[src/sslc_pkg.sv]
package sslc_pkg;

    // ----------------------------------------------------------------
    // Serial word layout
    // ----------------------------------------------------------------
    localparam int WORD_W = 19;
    localparam int VALUE_W = WORD_W - 1;
    localparam int CTRL_BIT = 0;
    localparam logic CTRL_REF = 1'h1;
    localparam logic CTRL_CNT = 1'h0;
    localparam int MON_SEL_BIT = 0;
    localparam logic [VALUE_W-1:0] LATCH_RESET = 18'h00000;

    // ----------------------------------------------------------------
    // Timing
    // ----------------------------------------------------------------
    localparam int CLK_PERIOD_NS = 10;
    localparam int LOCK_WINDOW_NS = 50;
    localparam int LOCK_WINDOW_CYC = (LOCK_WINDOW_NS / CLK_PERIOD_NS > 0)
        ? LOCK_WINDOW_NS / CLK_PERIOD_NS : 1;
    localparam int GAP_W = 8;
    localparam logic [GAP_W-1:0] GAP_MAX = 8'hFF;
    localparam logic [GAP_W-1:0] GAP_WIN = GAP_W'(LOCK_WINDOW_CYC);
    localparam int STREAK_W = 3;
    localparam logic [STREAK_W-1:0] LOCK_STREAK = 3'h4;

    // ----------------------------------------------------------------
    // Register port
    // ----------------------------------------------------------------
    localparam int ADDR_W = 8;
    localparam int DATA_W = 32;
    localparam logic [ADDR_W-1:0] OFF_STATUS = 8'h00;
    localparam logic [ADDR_W-1:0] OFF_ENABLE = 8'h04;
    localparam logic [ADDR_W-1:0] OFF_CLEAR = 8'h08;
    localparam logic [ADDR_W-1:0] OFF_REF_LATCH = 8'h0C;
    localparam logic [ADDR_W-1:0] OFF_CNT_LATCH = 8'h10;
    localparam int EVT_W = 4;
    localparam logic [EVT_W-1:0] EVT_RESET = 4'h0;

    // ----------------------------------------------------------------
    // Types
    // ----------------------------------------------------------------
    typedef struct packed {
        logic up;
        logic down;
    } sslc_pump_t;

    typedef struct packed {
        logic lock_lost;
        logic lock_gained;
        logic cnt_loaded;
        logic ref_loaded;
    } sslc_evt_t;

    typedef struct packed {
        logic [VALUE_W-1:0] ref_value;
        logic [VALUE_W-1:0] cnt_value;
    } sslc_latch_t;

endpackage

[src/sslc_top.sv]
// Notes on behaviour
// RL1 - Serial data is taken into the shift register on each rising serial clock edge.
// RL2 - Words arrive MSB first and the last bit shifted in is the latch-select control bit.
// RL3 - A rising load strobe copies the shift register into the latch picked by the control bit.
// RL4 - The host keeps the serial clock low whenever the load strobe changes.
// RL5 - An undriven load strobe reads as high, as if pulled up.
// RL6 - A low polarity select swaps the pump sense; an undriven select reads as normal.
// RL7 - While the load strobe is high the pump output is also driven on the loop switch output.
// RL8 - In lock the lock indicator stays high apart from brief low pulses while the pump acts.
// RL9 - A phase comparator input is shown on a push-pull monitor output.
// RL10 - A load alters only the selected latch, and shifting alone alters no latch.
`timescale 1ns/1ps
`default_nettype none

module sslc_top (
    // Clock and reset
    input wire logic clk,
    input wire logic rst_b,
    // Serial load pins
    input wire logic serial_clock,
    input wire logic serial_data,
    input wire logic load_strobe,
    input wire logic load_strobe_driven,
    // Polarity select pin
    input wire logic phase_polarity_select,
    input wire logic phase_polarity_driven,
    // Phase comparator inputs
    input wire logic ref_phase_in,
    input wire logic rf_counter_input,
    // Pump and switch outputs
    output sslc_pkg::sslc_pump_t pump_out,
    output sslc_pkg::sslc_pump_t loop_switch_output,
    output logic loop_switch_oe,
    // Status pins
    output logic lock_indicator,
    output logic monitor_output,
    // Latch contents
    output sslc_pkg::sslc_latch_t latches,
    // Register port
    input wire logic [sslc_pkg::ADDR_W-1:0] reg_addr,
    input wire logic [sslc_pkg::DATA_W-1:0] reg_wdata,
    input wire logic reg_wr,
    input wire logic reg_rd,
    output logic [sslc_pkg::DATA_W-1:0] reg_rdata,
    // Interrupt
    output logic irq
);

    // ----------------------------------------------------------------
    // Pin synchronisation
    // ----------------------------------------------------------------
    localparam int NPIN = 6;
    // Bit positions of the pins inside the synchronised group.
    localparam int PIN_SCLK = 5;
    localparam int PIN_SDATA = 4;
    localparam int PIN_STROBE = 3;
    localparam int PIN_POLARITY = 2;
    localparam int PIN_REF = 1;
    localparam int PIN_VCO = 0;

    logic [NPIN-1:0] pin_raw;
    logic [NPIN-1:0] pin_sync;
    wire strobe_pin;
    wire polarity_pin;

    // Undriven pulled-up pins resolve high before they are sampled.
    assign strobe_pin = load_strobe_driven ? load_strobe : 1'h1; // [RL5]
    assign polarity_pin = phase_polarity_driven ? phase_polarity_select : 1'h1; // [RL6]
    // The pulled-up pins travel inverted, so the cleared synchroniser reads
    // them at their idle high level. A strobe held high through reset then
    // shows no false rising edge, and the pump starts with normal sense.
    assign pin_raw = {serial_clock, serial_data, ~strobe_pin, ~polarity_pin,
                      ref_phase_in, rf_counter_input};

    sslc_sync #(.W(NPIN)) u_sync (
        .clk(clk),
        .rst_b(rst_b),
        .async_in(pin_raw),
        .sync_out(pin_sync)
    );

    wire sclk_s;
    wire sdata_s;
    wire strobe_s;
    wire polarity_s;
    wire ref_s;
    wire vco_s;

    // Named views of the synchronised pins; the pulled-up pair is turned back.
    assign sclk_s = pin_sync[PIN_SCLK];
    assign sdata_s = pin_sync[PIN_SDATA];
    assign strobe_s = ~pin_sync[PIN_STROBE]; // [RL5]
    assign polarity_s = ~pin_sync[PIN_POLARITY]; // [RL6]
    assign ref_s = pin_sync[PIN_REF];
    assign vco_s = pin_sync[PIN_VCO];

    // ----------------------------------------------------------------
    // Edge detection
    // ----------------------------------------------------------------
    logic sclk_d;
    logic strobe_d;
    logic ref_d;
    logic vco_d;
    wire sclk_rise;
    wire strobe_rise;
    wire ref_edge;
    wire vco_edge;

    // Delayed copies of the synchronised levels.
    // The strobe history starts high, matching the idle level of its pin.
    always_ff @(posedge clk or negedge rst_b) begin
        if (!rst_b) begin
            sclk_d <= 1'h0;
            strobe_d <= 1'h1;
            ref_d <= 1'h0;
            vco_d <= 1'h0;
        end else begin
            sclk_d <= sclk_s;
            strobe_d <= strobe_s;
            ref_d <= ref_s;
            vco_d <= vco_s;
        end
    end

    assign sclk_rise = sclk_s & ~sclk_d;
    assign strobe_rise = strobe_s & ~strobe_d;
    assign ref_edge = ref_s & ~ref_d;
    assign vco_edge = vco_s & ~vco_d;

    // ----------------------------------------------------------------
    // Shift register and latches
    // ----------------------------------------------------------------
    logic [sslc_pkg::WORD_W-1:0] shreg;
    wire [sslc_pkg::WORD_W-1:0] next_shreg;
    wire load_ref;
    wire load_cnt;
    wire ctrl_bit;

    // New bits enter at the bottom so the first bit ends at the top.
    assign next_shreg = {shreg[sslc_pkg::WORD_W-2:0], sdata_s}; // [RL2]
    assign ctrl_bit = shreg[sslc_pkg::CTRL_BIT]; // [RL2]
    // The host keeps the clock low across strobe edges, so no shift collides.
    assign load_ref = strobe_rise & (ctrl_bit == sslc_pkg::CTRL_REF); // [RL3] [RL4]
    assign load_cnt = strobe_rise & (ctrl_bit == sslc_pkg::CTRL_CNT); // [RL3]

    // Shift on each rising serial clock edge.
    always_ff @(posedge clk or negedge rst_b) begin
        if (!rst_b) begin
            shreg <= '0;
        end else if (sclk_rise) begin
            shreg <= next_shreg; // [RL1]
        end
    end

    // Each latch loads only when selected; shifting leaves both alone.
    always_ff @(posedge clk or negedge rst_b) begin
        if (!rst_b) begin
            latches.ref_value <= sslc_pkg::LATCH_RESET;
            latches.cnt_value <= sslc_pkg::LATCH_RESET;
        end else begin
            if (load_ref) begin
                latches.ref_value <= shreg[sslc_pkg::WORD_W-1:1]; // [RL3] [RL10]
            end
            if (load_cnt) begin
                latches.cnt_value <= shreg[sslc_pkg::WORD_W-1:1]; // [RL3] [RL10]
            end
        end
    end

    // ----------------------------------------------------------------
    // Phase comparator and pump
    // ----------------------------------------------------------------
    logic pd_up;
    logic pd_down;
    wire pend_up;
    wire pend_down;
    wire pd_both;
    wire next_pd_up;
    wire next_pd_down;
    sslc_pkg::sslc_pump_t next_pump;

    // Either input edge opens its side; both open means both reset.
    assign pend_up = pd_up | ref_edge;
    assign pend_down = pd_down | vco_edge;
    assign pd_both = pend_up & pend_down;
    assign next_pd_up = pend_up & ~pd_both;
    assign next_pd_down = pend_down & ~pd_both;
    // A low select swaps the combined comparator and pump sense.
    assign next_pump.up = polarity_s ? next_pd_up : next_pd_down; // [RL6]
    assign next_pump.down = polarity_s ? next_pd_down : next_pd_up; // [RL6]

    // Comparator state and registered pump drive.
    always_ff @(posedge clk or negedge rst_b) begin
        if (!rst_b) begin
            pd_up <= 1'h0;
            pd_down <= 1'h0;
            pump_out <= '0;
        end else begin
            pd_up <= next_pd_up;
            pd_down <= next_pd_down;
            pump_out <= next_pump;
        end
    end

    // The switch closes while the strobe is high and carries the pump.
    always_ff @(posedge clk or negedge rst_b) begin
        if (!rst_b) begin
            loop_switch_output <= '0;
            loop_switch_oe <= 1'h0;
        end else begin
            loop_switch_output <= strobe_s ? next_pump : '0; // [RL7]
            loop_switch_oe <= strobe_s; // [RL7]
        end
    end

    // ----------------------------------------------------------------
    // Lock detection
    // ----------------------------------------------------------------
    logic [sslc_pkg::GAP_W-1:0] gap;
    logic [sslc_pkg::STREAK_W-1:0] streak;
    logic locked;
    wire one_side;
    wire hit;
    wire next_locked;
    wire [sslc_pkg::STREAK_W-1:0] next_streak;

    // Gap counts cycles while only one side is pending.
    // The gap is one less than the spacing of the two edges, so a pair
    // whose edges lie up to six cycles apart still counts as a hit.
    assign one_side = pd_up ^ pd_down;
    assign hit = gap <= sslc_pkg::GAP_WIN;
    assign next_streak = !pd_both ? streak
        : !hit ? '0
        : (streak == sslc_pkg::LOCK_STREAK) ? streak
        : streak + 3'h1;
    assign next_locked = next_streak == sslc_pkg::LOCK_STREAK;

    // Coincidence counting over successive comparisons.
    always_ff @(posedge clk or negedge rst_b) begin
        if (!rst_b) begin
            gap <= '0;
            streak <= '0;
            locked <= 1'h0;
        end else begin
            if (pd_both) begin
                gap <= '0;
            end else if (one_side && gap != sslc_pkg::GAP_MAX) begin
                gap <= gap + 8'h01;
            end
            streak <= next_streak;
            locked <= next_locked;
        end
    end

    // Indicator high in lock, dipping low while the pump is active.
    always_ff @(posedge clk or negedge rst_b) begin
        if (!rst_b) begin
            lock_indicator <= 1'h0;
        end else begin
            lock_indicator <= next_locked & ~(next_pd_up | next_pd_down); // [RL8]
        end
    end

    // ----------------------------------------------------------------
    // Monitor output
    // ----------------------------------------------------------------
    wire mon_sel;

    assign mon_sel = latches.cnt_value[sslc_pkg::MON_SEL_BIT];

    // Push-pull copy of the chosen comparator input.
    always_ff @(posedge clk or negedge rst_b) begin
        if (!rst_b) begin
            monitor_output <= 1'h0;
        end else begin
            monitor_output <= mon_sel ? vco_s : ref_s; // [RL9]
        end
    end

    // ----------------------------------------------------------------
    // Events and interrupt
    // ----------------------------------------------------------------
    function automatic logic addr_is(input logic [sslc_pkg::ADDR_W-1:0] a,
                                     input logic [sslc_pkg::ADDR_W-1:0] off);
        addr_is = (a == off);
    endfunction

    sslc_pkg::sslc_evt_t status;
    logic [sslc_pkg::EVT_W-1:0] enable;
    sslc_pkg::sslc_evt_t evt;
    wire [sslc_pkg::EVT_W-1:0] clr;
    wire [sslc_pkg::EVT_W-1:0] next_status;

    assign evt.lock_lost = locked & ~next_locked;
    assign evt.lock_gained = ~locked & next_locked;
    assign evt.cnt_loaded = load_cnt;
    assign evt.ref_loaded = load_ref;
    assign clr = (reg_wr && addr_is(reg_addr, sslc_pkg::OFF_CLEAR))
        ? reg_wdata[sslc_pkg::EVT_W-1:0] : '0;
    // A set in the same cycle as its clear wins.
    assign next_status = (status & ~clr) | evt;

    // Sticky status, enable and level interrupt.
    always_ff @(posedge clk or negedge rst_b) begin
        if (!rst_b) begin
            status <= sslc_pkg::EVT_RESET;
            enable <= sslc_pkg::EVT_RESET;
            irq <= 1'h0;
        end else begin
            status <= next_status;
            if (reg_wr && addr_is(reg_addr, sslc_pkg::OFF_ENABLE)) begin
                enable <= reg_wdata[sslc_pkg::EVT_W-1:0];
            end
            irq <= |(next_status & enable);
        end
    end

    // ----------------------------------------------------------------
    // Register read
    // ----------------------------------------------------------------
    wire [sslc_pkg::DATA_W-1:0] rd_mux;

    assign rd_mux = addr_is(reg_addr, sslc_pkg::OFF_STATUS)
        ? {{(sslc_pkg::DATA_W - sslc_pkg::EVT_W){1'h0}}, status}
        : addr_is(reg_addr, sslc_pkg::OFF_ENABLE)
        ? {{(sslc_pkg::DATA_W - sslc_pkg::EVT_W){1'h0}}, enable}
        : addr_is(reg_addr, sslc_pkg::OFF_REF_LATCH)
        ? {{(sslc_pkg::DATA_W - sslc_pkg::VALUE_W){1'h0}}, latches.ref_value}
        : addr_is(reg_addr, sslc_pkg::OFF_CNT_LATCH)
        ? {{(sslc_pkg::DATA_W - sslc_pkg::VALUE_W){1'h0}}, latches.cnt_value}
        : '0;

    // Read data stands only in the cycle after the strobe.
    always_ff @(posedge clk or negedge rst_b) begin
        if (!rst_b) begin
            reg_rdata <= '0;
        end else begin
            reg_rdata <= reg_rd ? rd_mux : '0;
        end
    end

endmodule

`default_nettype wire

[src/sslc_sync.sv]
`timescale 1ns/1ps
`default_nettype none

// Two-stage synchroniser for a group of asynchronous levels.
module sslc_sync #(
    parameter int W = 1
) (
    // Clock and reset
    input wire logic clk,
    input wire logic rst_b,
    // Levels
    input wire logic [W-1:0] async_in,
    output logic [W-1:0] sync_out
);

    logic [W-1:0] stage1;

    // Only the second stage reads the first stage.
    always_ff @(posedge clk or negedge rst_b) begin
        if (!rst_b) begin
            stage1 <= '0;
            sync_out <= '0;
        end else begin
            stage1 <= async_in;
            sync_out <= stage1;
        end
    end

endmodule

`default_nettype wire

[config.mk]
export PLATFORM = sky130hd
export DESIGN_NAME = sslc_top
export DESIGN_NICKNAME = d
export VERILOG_FILES = /design/src/sslc_pkg.sv /design/src/sslc_top.sv /design/src/sslc_sync.sv
export SDC_FILE = /design/constraint.sdc
export NUM_CORES = 1
export LEC_CHECK = 0
export BUFFER_PORTS_ARGS = -buffer_cell sky130_fd_sc_hd__buf_2
export CORE_ASPECT_RATIO = 0.5
export CORE_UTILIZATION = 53
export CTS_CLUSTER_SIZE = 25
export DETAILED_ROUTE_END_ITERATION = 10
export PLACE_DENSITY = 0.78
export SKIP_LAST_GASP = 1
export SLEW_MARGIN = 20
export SYNTH_ARGS = -nofsm -noshare
export SYNTH_HDL_FRONTEND = slang
export SYNTH_SLANG_ARGS = --single-unit
[constraint.sdc]
create_clock -name clk -period 2.1 [get_ports clk]
set_input_delay 0.21 -clock clk [delete_from_list [all_inputs] [get_ports clk]]
set_output_delay 0.21 -clock clk [all_outputs]
set_load 0.005 [all_outputs]
==> metrics.cfg, run 1 <==
[floorplanning]
dieArea_um2=9712
initial_core_util_pct=55.64
fp.coreArea_um2=8859
rows=24
io_pins=128
die_w_um=138.4
die_h_um=70.19

[sta]
rsz0062_at_grt=false
fin_crit_ns=1.991
finClkSkew_ns=0.005318
maxSlewViolCount=0
final-setup-viol-count=0
tns_ns=0
period_share_pct=94.81
hold_slack_ns=0.01408
finalHoldViolations=0
max_freq_mhz=502.3

[detailed_routing]
vias=3231
met1_length_mm=4.299
drc_errors=8
wirelength_mm=9.785
wl_met3_um=455
wl_per_cell_um=15.81
dr_wl_met2_mm=4.863
ant_nets=0
highest_layer=met4
dr.pass1.iters=8
drt-initial-drc-count=168
vias_per_cell=5.220

[clock_network]
cts_tree=built
clock_latency_ns=0.41
htreeDepth=4
cts_sinks=119
cts_setup_buffers=0
cts_buffer_depth=2
cts_root_buf=clkbuf_16
path_clk_slew_ns=0.06
cts_made_buffers=17

[flow_run]
cap_violations=0

[power_and_ir_drop]
ir_worst_vdd_mv=0.8266
powerDensity_nw_per_um2=1192
cellLeakagePower_nw=3.072

[setup_path]
worstPathMaxFanout=4
worstPathArrival_ns=2.29
worstPathCellList=inv_1 > ha_1 > nand2b_1 > mux2i_1 > a31oi_1 > or2_2 > a221o_1
crit_buf_inv=1
crit_family=simple AND/OR/NAND/NOR gates
startpoint_type=flop
path_class=flop to flop
cpPeakStageDelay_ns=0.39
critical-path-slowest-cell=dfrtp_1
cp.required_ns=2.40
critPathCaptureType=flop

[final_layout]
layoutNonFillerInstCount=619
area_growth_syn_to_layout_pct=24.96
finalNetCount=549
diodes=0
drive_gt1_share_pct=40.64

[place]
dp_hpwl_mm=6.402
gp_congestion=0.7956
dp_cells=580
port-buffer-count=85

[logic_synthesis]
yosysUniqueCellTypes=54
synth_edf_count=0
synth_area_um2=4928
syn_inst=380
syn_avg_cell_area_um2=12.97
yosys.area.top_type_share_pct=59.91
ys_seq_area_share_pct=60.45
yosys-top-cells-area=dfrtp_1 60%, mux2_2 14%, buf_4 2.6%
yosys_register_bits=119
async_flop_share_pct=100.0
yosysWarnings=0
synth_top_area_cell=dfrtp_1
ys.flop_type=dfrtp_1

[status]
status=complete, but fails checks
violations=design-rule violations

[grt]
grt_pass1_vias=3377
grt_antenna_before_repair=0
grt_overflow=0
grt_max_degree=48
grt_util_all_layers_pct=22.57
grt_first_pass_wirelength_mm=16.50

[worst_hold_path]
min_path_type=input port to flop

## report_power, final
part           total, mW  internal (mW)  switching [mW]
Combinational       1.28          0.718           0.558
Clock               2.83           1.75            1.08
Sequential          3.24           2.80           0.441
Total               7.34           5.27            2.08
## stage by stage
step	utilization, %	area, µm²	total power [mW]	setup WS (ns)
after floorplan	-	4977	3.945	0.1460
final	69.52	6158	7.343	0.1090
after global placement	62.18	5508	4.463	0.1501
after global routing	69.52	6158	7.715	0.03421
after CTS	69.52	6158	7.407	0.1165
after detailed placement	62.18	5508	4.542	0.1041
## Yosys cell counts, types with 2 or more instances
master and count:
buf_4 17, mux2_2 62, ha_1 8, xor2_1 2, nand3_1 8, nand3b_1 2
dfrtp_1 118, inv_1 14, buf_6 2, nand2_1 20, clkbuf_1 6, and2_1 4
a22o_1 2, a21oi_1 12, a21o_1 5, a22oi_1 14, nor2b_1 3, or2_2 2
o21ai_0 10, and3_1 2, nor4_1 2, nor2_1 24, nor3_1 2, o311a_1 4
buf_2 2, xnor2_1 5
## final cells by class
type	instances	area, µm²
fill	639	2700
inverter	14	52.55
multi-input combinational	232	1767
timing repair buffer	105	633.1
sequential	119	2979
clock inverter	15	155.1
clock buffer	17	425.4
tap	117	146.4
## routing by layer
metal | track usage [%] | vias up
met3 | 6.722 | 17
met4 | 11.61 | 0
met5 | 0 | -
met2 | 37.85 | 79
met1 | 26.77 | 1605
li1 | - | 1530
## worst paths after layout
path,slack (ns),depth (start not counted),endpoint,start
worst max-delay path,0.11,7,irq,streak[0]
worst min-delay path,0.01,2,u_sync.stage1[2],phase_polarity_driven
worst max register to register,0.11,7,irq,streak[0]
worst min register to register,0.34,0,u_sync.sync_out[0],u_sync.stage1[0]
max in group asynchronous,1.25,3,u_sync.stage1[5],rst_b
min in group asynchronous,0.23,2,shreg[18],rst_b
## registers in the layout (all words and copies together), names as in the netlist, 2 cells and up
| signal | flops |
|---|---|
| u_sync.stage1 | 6 |
| gap | 8 |
| reg_rdata | 18 |
| enable | 4 |
| status | 4 |
| latches | 36 |
| loop_switch_output | 2 |
| pump_out | 2 |
| u_sync.sync_out | 6 |
| shreg | 19 |
| streak | 3 |
## cells by family after synthesis
group	after synthesis	share of synthesized area, %
other cells	1	0.07609
fa+ha+maj	8	2.031
compound gates	58	8.099
flops	119	60.45
simple gates	82	8.886
buf+inv	42	4.849
xor+xnor	7	1.244
mux	63	14.37
## layout by cell type (no fill, tap or decap), types with 7 or more instances in the layout
master,synthesis,routed
dfrtp_1,118,118
buf_2,2,84
mux2_2,62,62
nor2_1,24,24
nand2_1,20,20
clkbuf_16,0,17
inv_1,14,14
a22oi_1,14,14
conb_1,1,14
a21oi_1,12,12
buf_4,17,11
o21ai_0,10,10
nand3_1,8,8
ha_1,8,8
dlygate4sd3_1,0,7
## what timing repair did
action,4_1_cts,5_1_grt
setup endpoints to repair,0,0
hold buffers,7,0
endpoints found under the hold margin,46,0
gates resized for setup,0,0
(Power assumes the default switching activity.)
==> inputs of run 2 (changes only) <==
--- a/config.mk
+++ b/config.mk
@@ -11,6 +11,7 @@
 export CTS_CLUSTER_SIZE = 25
 export DETAILED_ROUTE_END_ITERATION = 10
 export PLACE_DENSITY = 0.78
+export RECOVER_POWER = 25
 export SKIP_LAST_GASP = 1
 export SLEW_MARGIN = 20
 export SYNTH_ARGS = -nofsm -noshare
==> metrics.cfg, run 2 (synthesis gave the netlist of run 1 again) <==
[final_layout]
drive_gt1_share_pct=40.44  ; was 40.64%
area_growth_syn_to_layout_pct=24.88  ; was 24.96%
largest-register=latches  ; unchanged
finalNetCount=549  ; unchanged
largest_register_ffs=36  ; unchanged
fillers=641  ; was 639
reg.largest.list=latches x36, shreg x19, reg_rdata x18  ; unchanged
final_area_um2=6155  ; was 6158 µm²
multiInputGateArea_um2=1767  ; unchanged
regArea_um2=2979  ; unchanged
layoutNonFillerInstCount=619  ; unchanged
layout_common_cells=118 x dfrtp_1, 84 x buf_2, 62 x mux2_2  ; unchanged
fin_util_pct=69.48  ; was 69.52%
final_common_cell=dfrtp_1  ; unchanged
diodes=0  ; unchanged

[sta]
max_freq_mhz=502.4  ; was 502.3 MHz
finClkSkew_ns=0.005225  ; was 0.005318 ns
maxSlewHeadroom_pct=24.51
finalHoldViolations=0  ; unchanged
fin_crit_ns=1.990  ; was 1.991 ns
rsz0062_at_grt=false  ; unchanged
tightestPinTransition_ns=1.132
tns_ns=0  ; unchanged
period_share_pct=94.78  ; was 94.81%
final-setup-viol-count=0  ; unchanged
maxSlewViolCount=0  ; unchanged

[setup_path]
worstPathMaxFanout=4  ; unchanged
cp.required_ns=2.40  ; about the same
r2r_start=streak[0]  ; unchanged
path_class=flop to flop  ; unchanged
critPathCaptureType=flop  ; unchanged
crit_start=streak[0]  ; unchanged
worstPathArrival_ns=2.29  ; about the same
r2r_slack_ns=0.11  ; about the same
startpoint_type=flop  ; unchanged

[clock_network]
cts_buffer_depth=2  ; unchanged
path_clk_slew_ns=0.06  ; about the same
cts_made_buffers=17  ; unchanged
cts_tree=built  ; unchanged
cts_setup_buffers=0  ; unchanged
cts.repair.resized=0  ; unchanged
cts_sinks=119  ; unchanged
cts_root_buf=clkbuf_16  ; unchanged
htreeDepth=4  ; unchanged
hold_buffers=7  ; unchanged
clock_latency_ns=0.42  ; was 0.41 ns

[detailed_routing]
wl_per_cell_um=15.79  ; was 15.81 µm
dr.pass1.iters=7  ; was 8
vias_per_cell=5.213  ; was 5.220
wirelength_mm=9.776  ; was 9.785 mm
ant_nets=0  ; unchanged
drc_errors=8  ; unchanged
drt-initial-drc-count=168  ; unchanged
vias=3227  ; was 3,231

[floorplanning]
die_h_um=70.19  ; unchanged
initial_core_util_pct=55.64  ; unchanged
rows=24  ; unchanged
die_w_um=138.4  ; unchanged
dieArea_um2=9712  ; unchanged
fp.coreArea_um2=8859  ; unchanged
io_pins=128  ; unchanged

[flow_run]
cap_violations=0  ; unchanged

[power_and_ir_drop]
cellLeakagePower_nw=3.068  ; was 3.072 nW
power_frac_comb_pct=17.3  ; was 17.4%
clkPwrFrac_pct=38.5  ; about the same
powerDensity_nw_per_um2=1193  ; was 1192 nW/µm²
intPower_mw=5.265  ; was 5.266 mW
seqPwrFrac_pct=44.2  ; about the same
switching_share_pct=28.30  ; was 28.29%
p_switching_mw=2.078  ; was 2.077 mW
ir_worst_vdd_mv=0.8296  ; was 0.8266 mV

[status]
violations=design-rule violations  ; unchanged
status=complete, but fails checks  ; unchanged

[worst_hold_path]
min_path_type=input port to flop  ; unchanged
worstHoldStart=phase_polarity_driven  ; unchanged

[place]
dp_hpwl_mm=6.402  ; unchanged
port-buffer-count=85  ; unchanged
dp_cells=580  ; unchanged
placed_area_um2=5508  ; unchanged
gp_congestion=0.7956  ; unchanged

[grt]
grt_max_degree=48  ; unchanged
grt_overflow=0  ; unchanged
grt_antenna_before_repair=0  ; unchanged
grt_util_all_layers_pct=22.57  ; unchanged
grt_first_pass_wirelength_mm=16.50  ; unchanged
grt_pass1_vias=3377  ; unchanged

## run 2: power groups by stage
| stage | Combinational [mW] | Sequential, mW | Clock, mW |
|---|---|---|---|
| after floorplan | 0.765 | 3.18 | 0 |
| after global placement | 1.21 | 3.25 | 0 |
| after detailed placement | 1.27 | 3.27 | 0 |
| after CTS | 1.29 | 3.25 | 2.87 |
| after global routing | 1.43 | 3.32 | 2.96 |
| final | 1.27 | 3.24 | 2.83 |
## run 2: layer usage
| metal | track usage [%] | wire length (µm) |
|---|---|---|
| met2 | 37.85 | 4845 |
| met4 | 11.61 | 189 |
| met5 | 0 | 0 |
| met1 | 26.77 | 4272 |
| met3 | 6.722 | 469 |
## run 2: worst paths after layout
check,cells after the start,endpoint
setup / recovery,7,irq
hold / removal,2,u_sync.stage1[2]
setup reg to reg,7,irq
hold reg to reg,0,u_sync.sync_out[0]
max in group asynchronous,3,u_sync.stage1[5]
min in group asynchronous,2,shreg[18]
## run 2: layout make-up
| class | instances | area share, % |
|---|---|---|
| sequential | 119 | 48.40 |
| clock inverter | 15 | 2.521 |
| timing repair buffer | 105 | 10.23 |
| tap | 117 | 2.379 |
| clock buffer | 17 | 6.912 |
| multi-input combinational | 232 | 28.70 |
| inverter | 14 | 0.8538 |
## run 2: critical path: stages, from the launching register on
cell and delay, ns:
dfrtp_1 0.40, inv_1 0.10, ha_1 0.24, nand2b_1 0.16
mux2i_1 0.17, a31oi_1 0.13, or2_2 0.35, a221o_1 0.33
## run 2: metrics by stage
step | power, mW | worst slack [ns] | hold WS, ns
global route | 7.714 | 0.03421 | 0.02543
floorplan | 3.945 | 0.1460 | -0.08559
global placement | 4.463 | 0.1501 | 0.1104
CTS | 7.407 | 0.1165 | 0.006033
detailed placement | 4.542 | 0.1041 | 0.1096
finish | 7.343 | 0.1097 | 0.01313
==> inputs of run 3 (changes only) <==
--- a/config.mk
+++ b/config.mk
@@ -7,10 +7,10 @@
 export LEC_CHECK = 0
 export BUFFER_PORTS_ARGS = -buffer_cell sky130_fd_sc_hd__buf_2
 export CORE_ASPECT_RATIO = 0.5
-export CORE_UTILIZATION = 53
+export CORE_UTILIZATION = 47
 export CTS_CLUSTER_SIZE = 25
 export DETAILED_ROUTE_END_ITERATION = 10
-export PLACE_DENSITY = 0.78
+export PLACE_DENSITY = 0.73
 export RECOVER_POWER = 25
 export SKIP_LAST_GASP = 1
 export SLEW_MARGIN = 20
==> constraint.sdc (replaced) <==
create_clock -name clk -period 1.75 [get_ports clk]
set_input_delay 0.175 -clock clk [delete_from_list [all_inputs] [get_ports clk]]
set_output_delay 0.175 -clock clk [all_outputs]
set_load 0.005 [all_outputs]
==> metrics.cfg, run 3 (synthesis gave the netlist of run 1 again) <==
[status]
status=complete, but fails checks  ; unchanged
violations=negative setup slack  ; was design-rule violations

[final_layout]
largest_register_ffs=36  ; unchanged
final_area_um2=6487  ; was 6155 µm²
layout_common_cells=118 x dfrtp_1, 84 x buf_2, 62 x mux2_2  ; unchanged
largest-register=latches  ; unchanged
area_growth_syn_to_layout_pct=31.63  ; was 24.88%
finalNetCount=577  ; was 549
reg.largest.list=latches x36, shreg x19, reg_rdata x18  ; unchanged
final_common_cell=dfrtp_1  ; unchanged
drive_gt1_share_pct=46.23  ; was 40.44%
diodes=0  ; unchanged
layoutNonFillerInstCount=665  ; was 619

[power_and_ir_drop]
switching_share_pct=29.11  ; was 28.30%
cellLeakagePower_nw=3.219  ; was 3.068 nW
seqPwrFrac_pct=42.9  ; was 44.2%
ir_worst_vdd_mv=0.6456  ; was 0.8296 mV
power_frac_comb_pct=20.5  ; was 17.3%
powerDensity_nw_per_um2=1395  ; was 1193 nW/µm²
clkPwrFrac_pct=36.5  ; was 38.5%
p_switching_mw=2.635  ; was 2.078 mW
p_total_mw=9.051  ; was 7.343 mW
intPower_mw=6.416  ; was 5.265 mW

[clock_network]
cts_made_buffers=17  ; unchanged
path_clk_slew_ns=0.06  ; about the same
cts_tree=built  ; unchanged
htreeDepth=4  ; unchanged
cts_buffer_depth=2  ; unchanged
cts_sinks=119  ; unchanged
clock_latency_ns=0.41  ; was 0.42 ns
cts_root_buf=clkbuf_16  ; unchanged

[floorplanning]
die_h_um=74.41  ; was 70.19 µm
initial_core_util_pct=50.34  ; was 55.64%
io_pins=128  ; unchanged
dieArea_um2=10920  ; was 9712 µm²
rows=25  ; was 24
fp.coreArea_um2=9791  ; was 8859 µm²
die_w_um=146.8  ; was 138.4 µm

[grt]
grt-busiest-layer=met2  ; unchanged
use_met2_pct=33.54  ; was 37.85%
grt_pass1_vias=3273  ; was 3,377
use_met3_pct=5.460  ; was 6.722%
grt_overflow=0  ; unchanged
grt_util_all_layers_pct=20.56  ; was 22.57%
grt_antenna_before_repair=0  ; unchanged
use_met1_pct=26.27  ; was 26.77%
grt_max_degree=38  ; was 48
grt_first_pass_wirelength_mm=16.60  ; was 16.50 mm

[place]
pre_cts_slack_ns=-0.1708  ; was 0.1041 ns
dp_hpwl_mm=6.787  ; was 6.402 mm
gp_congestion=0.8051  ; was 0.7956
dp_cells=620  ; was 580
placed_area_um2=5748  ; was 5508 µm²
port-buffer-count=85  ; unchanged

[sta]
maxSlewViolCount=0  ; unchanged
finalHoldViolations=0  ; unchanged
rsz0062_at_grt=true  ; was false
tightestPinTransition_ns=1.009  ; was 1.132 ns
hold_slack_ns=0.02318  ; was 0.01313 ns
timing.final.ws_setup_ns=-0.08028  ; was 0.1097 ns
fin_crit_ns=1.830  ; was 1.990 ns
maxSlewHeadroom_pct=32.71  ; was 24.51%
period_share_pct=104.6  ; was 94.78%
final-setup-viol-count=2  ; was 0
finClkSkew_ns=0.008067  ; was 0.005225 ns
max_freq_mhz=546.4  ; was 502.4 MHz

[worst_hold_path]
min_path_type=input port to flop  ; unchanged
hold_depth=2  ; unchanged
worstHoldEndpoint=enable[2]  ; was u_sync.stage1[2]
worstHoldStart=reg_wdata[2]  ; was phase_polarity_driven

[setup_path]
worstPathArrival_ns=2.12  ; was 2.29 ns
critPathCaptureType=flop  ; unchanged
r2r_slack_ns=-0.08  ; was 0.11 ns
r2r_start=gap[5]  ; was streak[0]
cp.required_ns=2.04  ; was 2.40 ns
worstPathMaxFanout=3  ; was 4
timing.rr.end=irq  ; unchanged
startpoint_type=flop  ; unchanged
path_class=flop to flop  ; unchanged
r2r_cells=5  ; was 7

[detailed_routing]
vias=3378  ; was 3,227
drc_errors=0  ; was 8
dr.pass1.iters=4  ; was 7
wl_per_cell_um=15.58  ; was 15.79 µm
ant_nets=0  ; unchanged
vias_per_cell=5.080  ; was 5.213
drt-initial-drc-count=168  ; unchanged
wirelength_mm=10.36  ; was 9.776 mm

[flow_run]
cap_violations=0  ; unchanged

## run 3: changes by cell type in the layout (fill, tap and decap cells not counted), sizes merged
cell | before | now
clkbuf | 18 | 22
dlygate4sd3 | 7 | 9
bufinv | 2 | 1
clkinvlp | 3 | 1
buf | 97 | 120
clkinv | 8 | 6
inv | 16 | 20
## run 3: how the worst max path moves through the flow
stage | slack (ns) | start | endpoint | depth (start not counted)
floorplan | -0.09 | reg_addr[7] | reg_rdata[0] | 5
global placement | -0.16 | reg_addr[7] | reg_rdata[3] | 5
detailed placement | -0.17 | reg_addr[7] | reg_rdata[3] | 5
CTS | -0.08 | vco_d | irq | 7
global route | -0.17 | vco_d | irq | 8
finish | -0.08 | gap[5] | irq | 5
## run 3: metrics by stage
step / setup TNS (ns) / utilization (%)
6_report: -0.08281 / 66.26
5_1_grt: -3.393 / 66.26
4_1_cts: -0.07582 / 65.89
3_5_place_dp: -2.854 / 58.71
3_3_place_gp: -2.497 / 58.71
2_1_floorplan: -1.287 / -
## run 3: routing by layer
metal	vias up	part of all wire, %
li1	1583	-
met1	1705	46
met2	79	49
met3	11	3.4
met4	0	1.2
met5	-	0
## run 3: worst max-delay path: stages (launching register included)
cell and delay (ns):
dfrtp_1 0.39, nor4_2 0.30, nand3_2 0.11, o31a_1 0.34, or2_4 0.25, a221o_1 0.31
## run 3: final cells by class
type / instances / area (µm²)
Inverter: 14 / 52.55
Timing Repair Buffer: 133 / 858.3
Multi-Input combinational cell: 232 / 1861
Tap cell: 135 / 168.9
Fill cell: 760 / 3303
Clock buffer: 18 / 429.2
Clock inverter: 14 / 138.9
Sequential cell: 119 / 2979
## run 3: what timing repair did
item | in CTS | in global routing
gates resized for setup | 8 | 6
hold endpoints to repair | 39 | 0
pin swaps | 6 | 10
hold buffers | 9 | 0
endpoints found under the setup margin | 2 | 8
buffers inserted | 1 | 3
## run 3: power groups by stage
stage | clock network (mW) | logic (mW) | registers (mW)
after floorplan | 0 | 0.940 | 3.82
after global placement | 0 | 1.65 | 3.88
after detailed placement | 0 | 1.71 | 3.90
after CTS | 3.38 | 1.85 | 3.88
after global routing | 3.50 | 2.06 | 3.98
final | 3.31 | 1.86 | 3.89
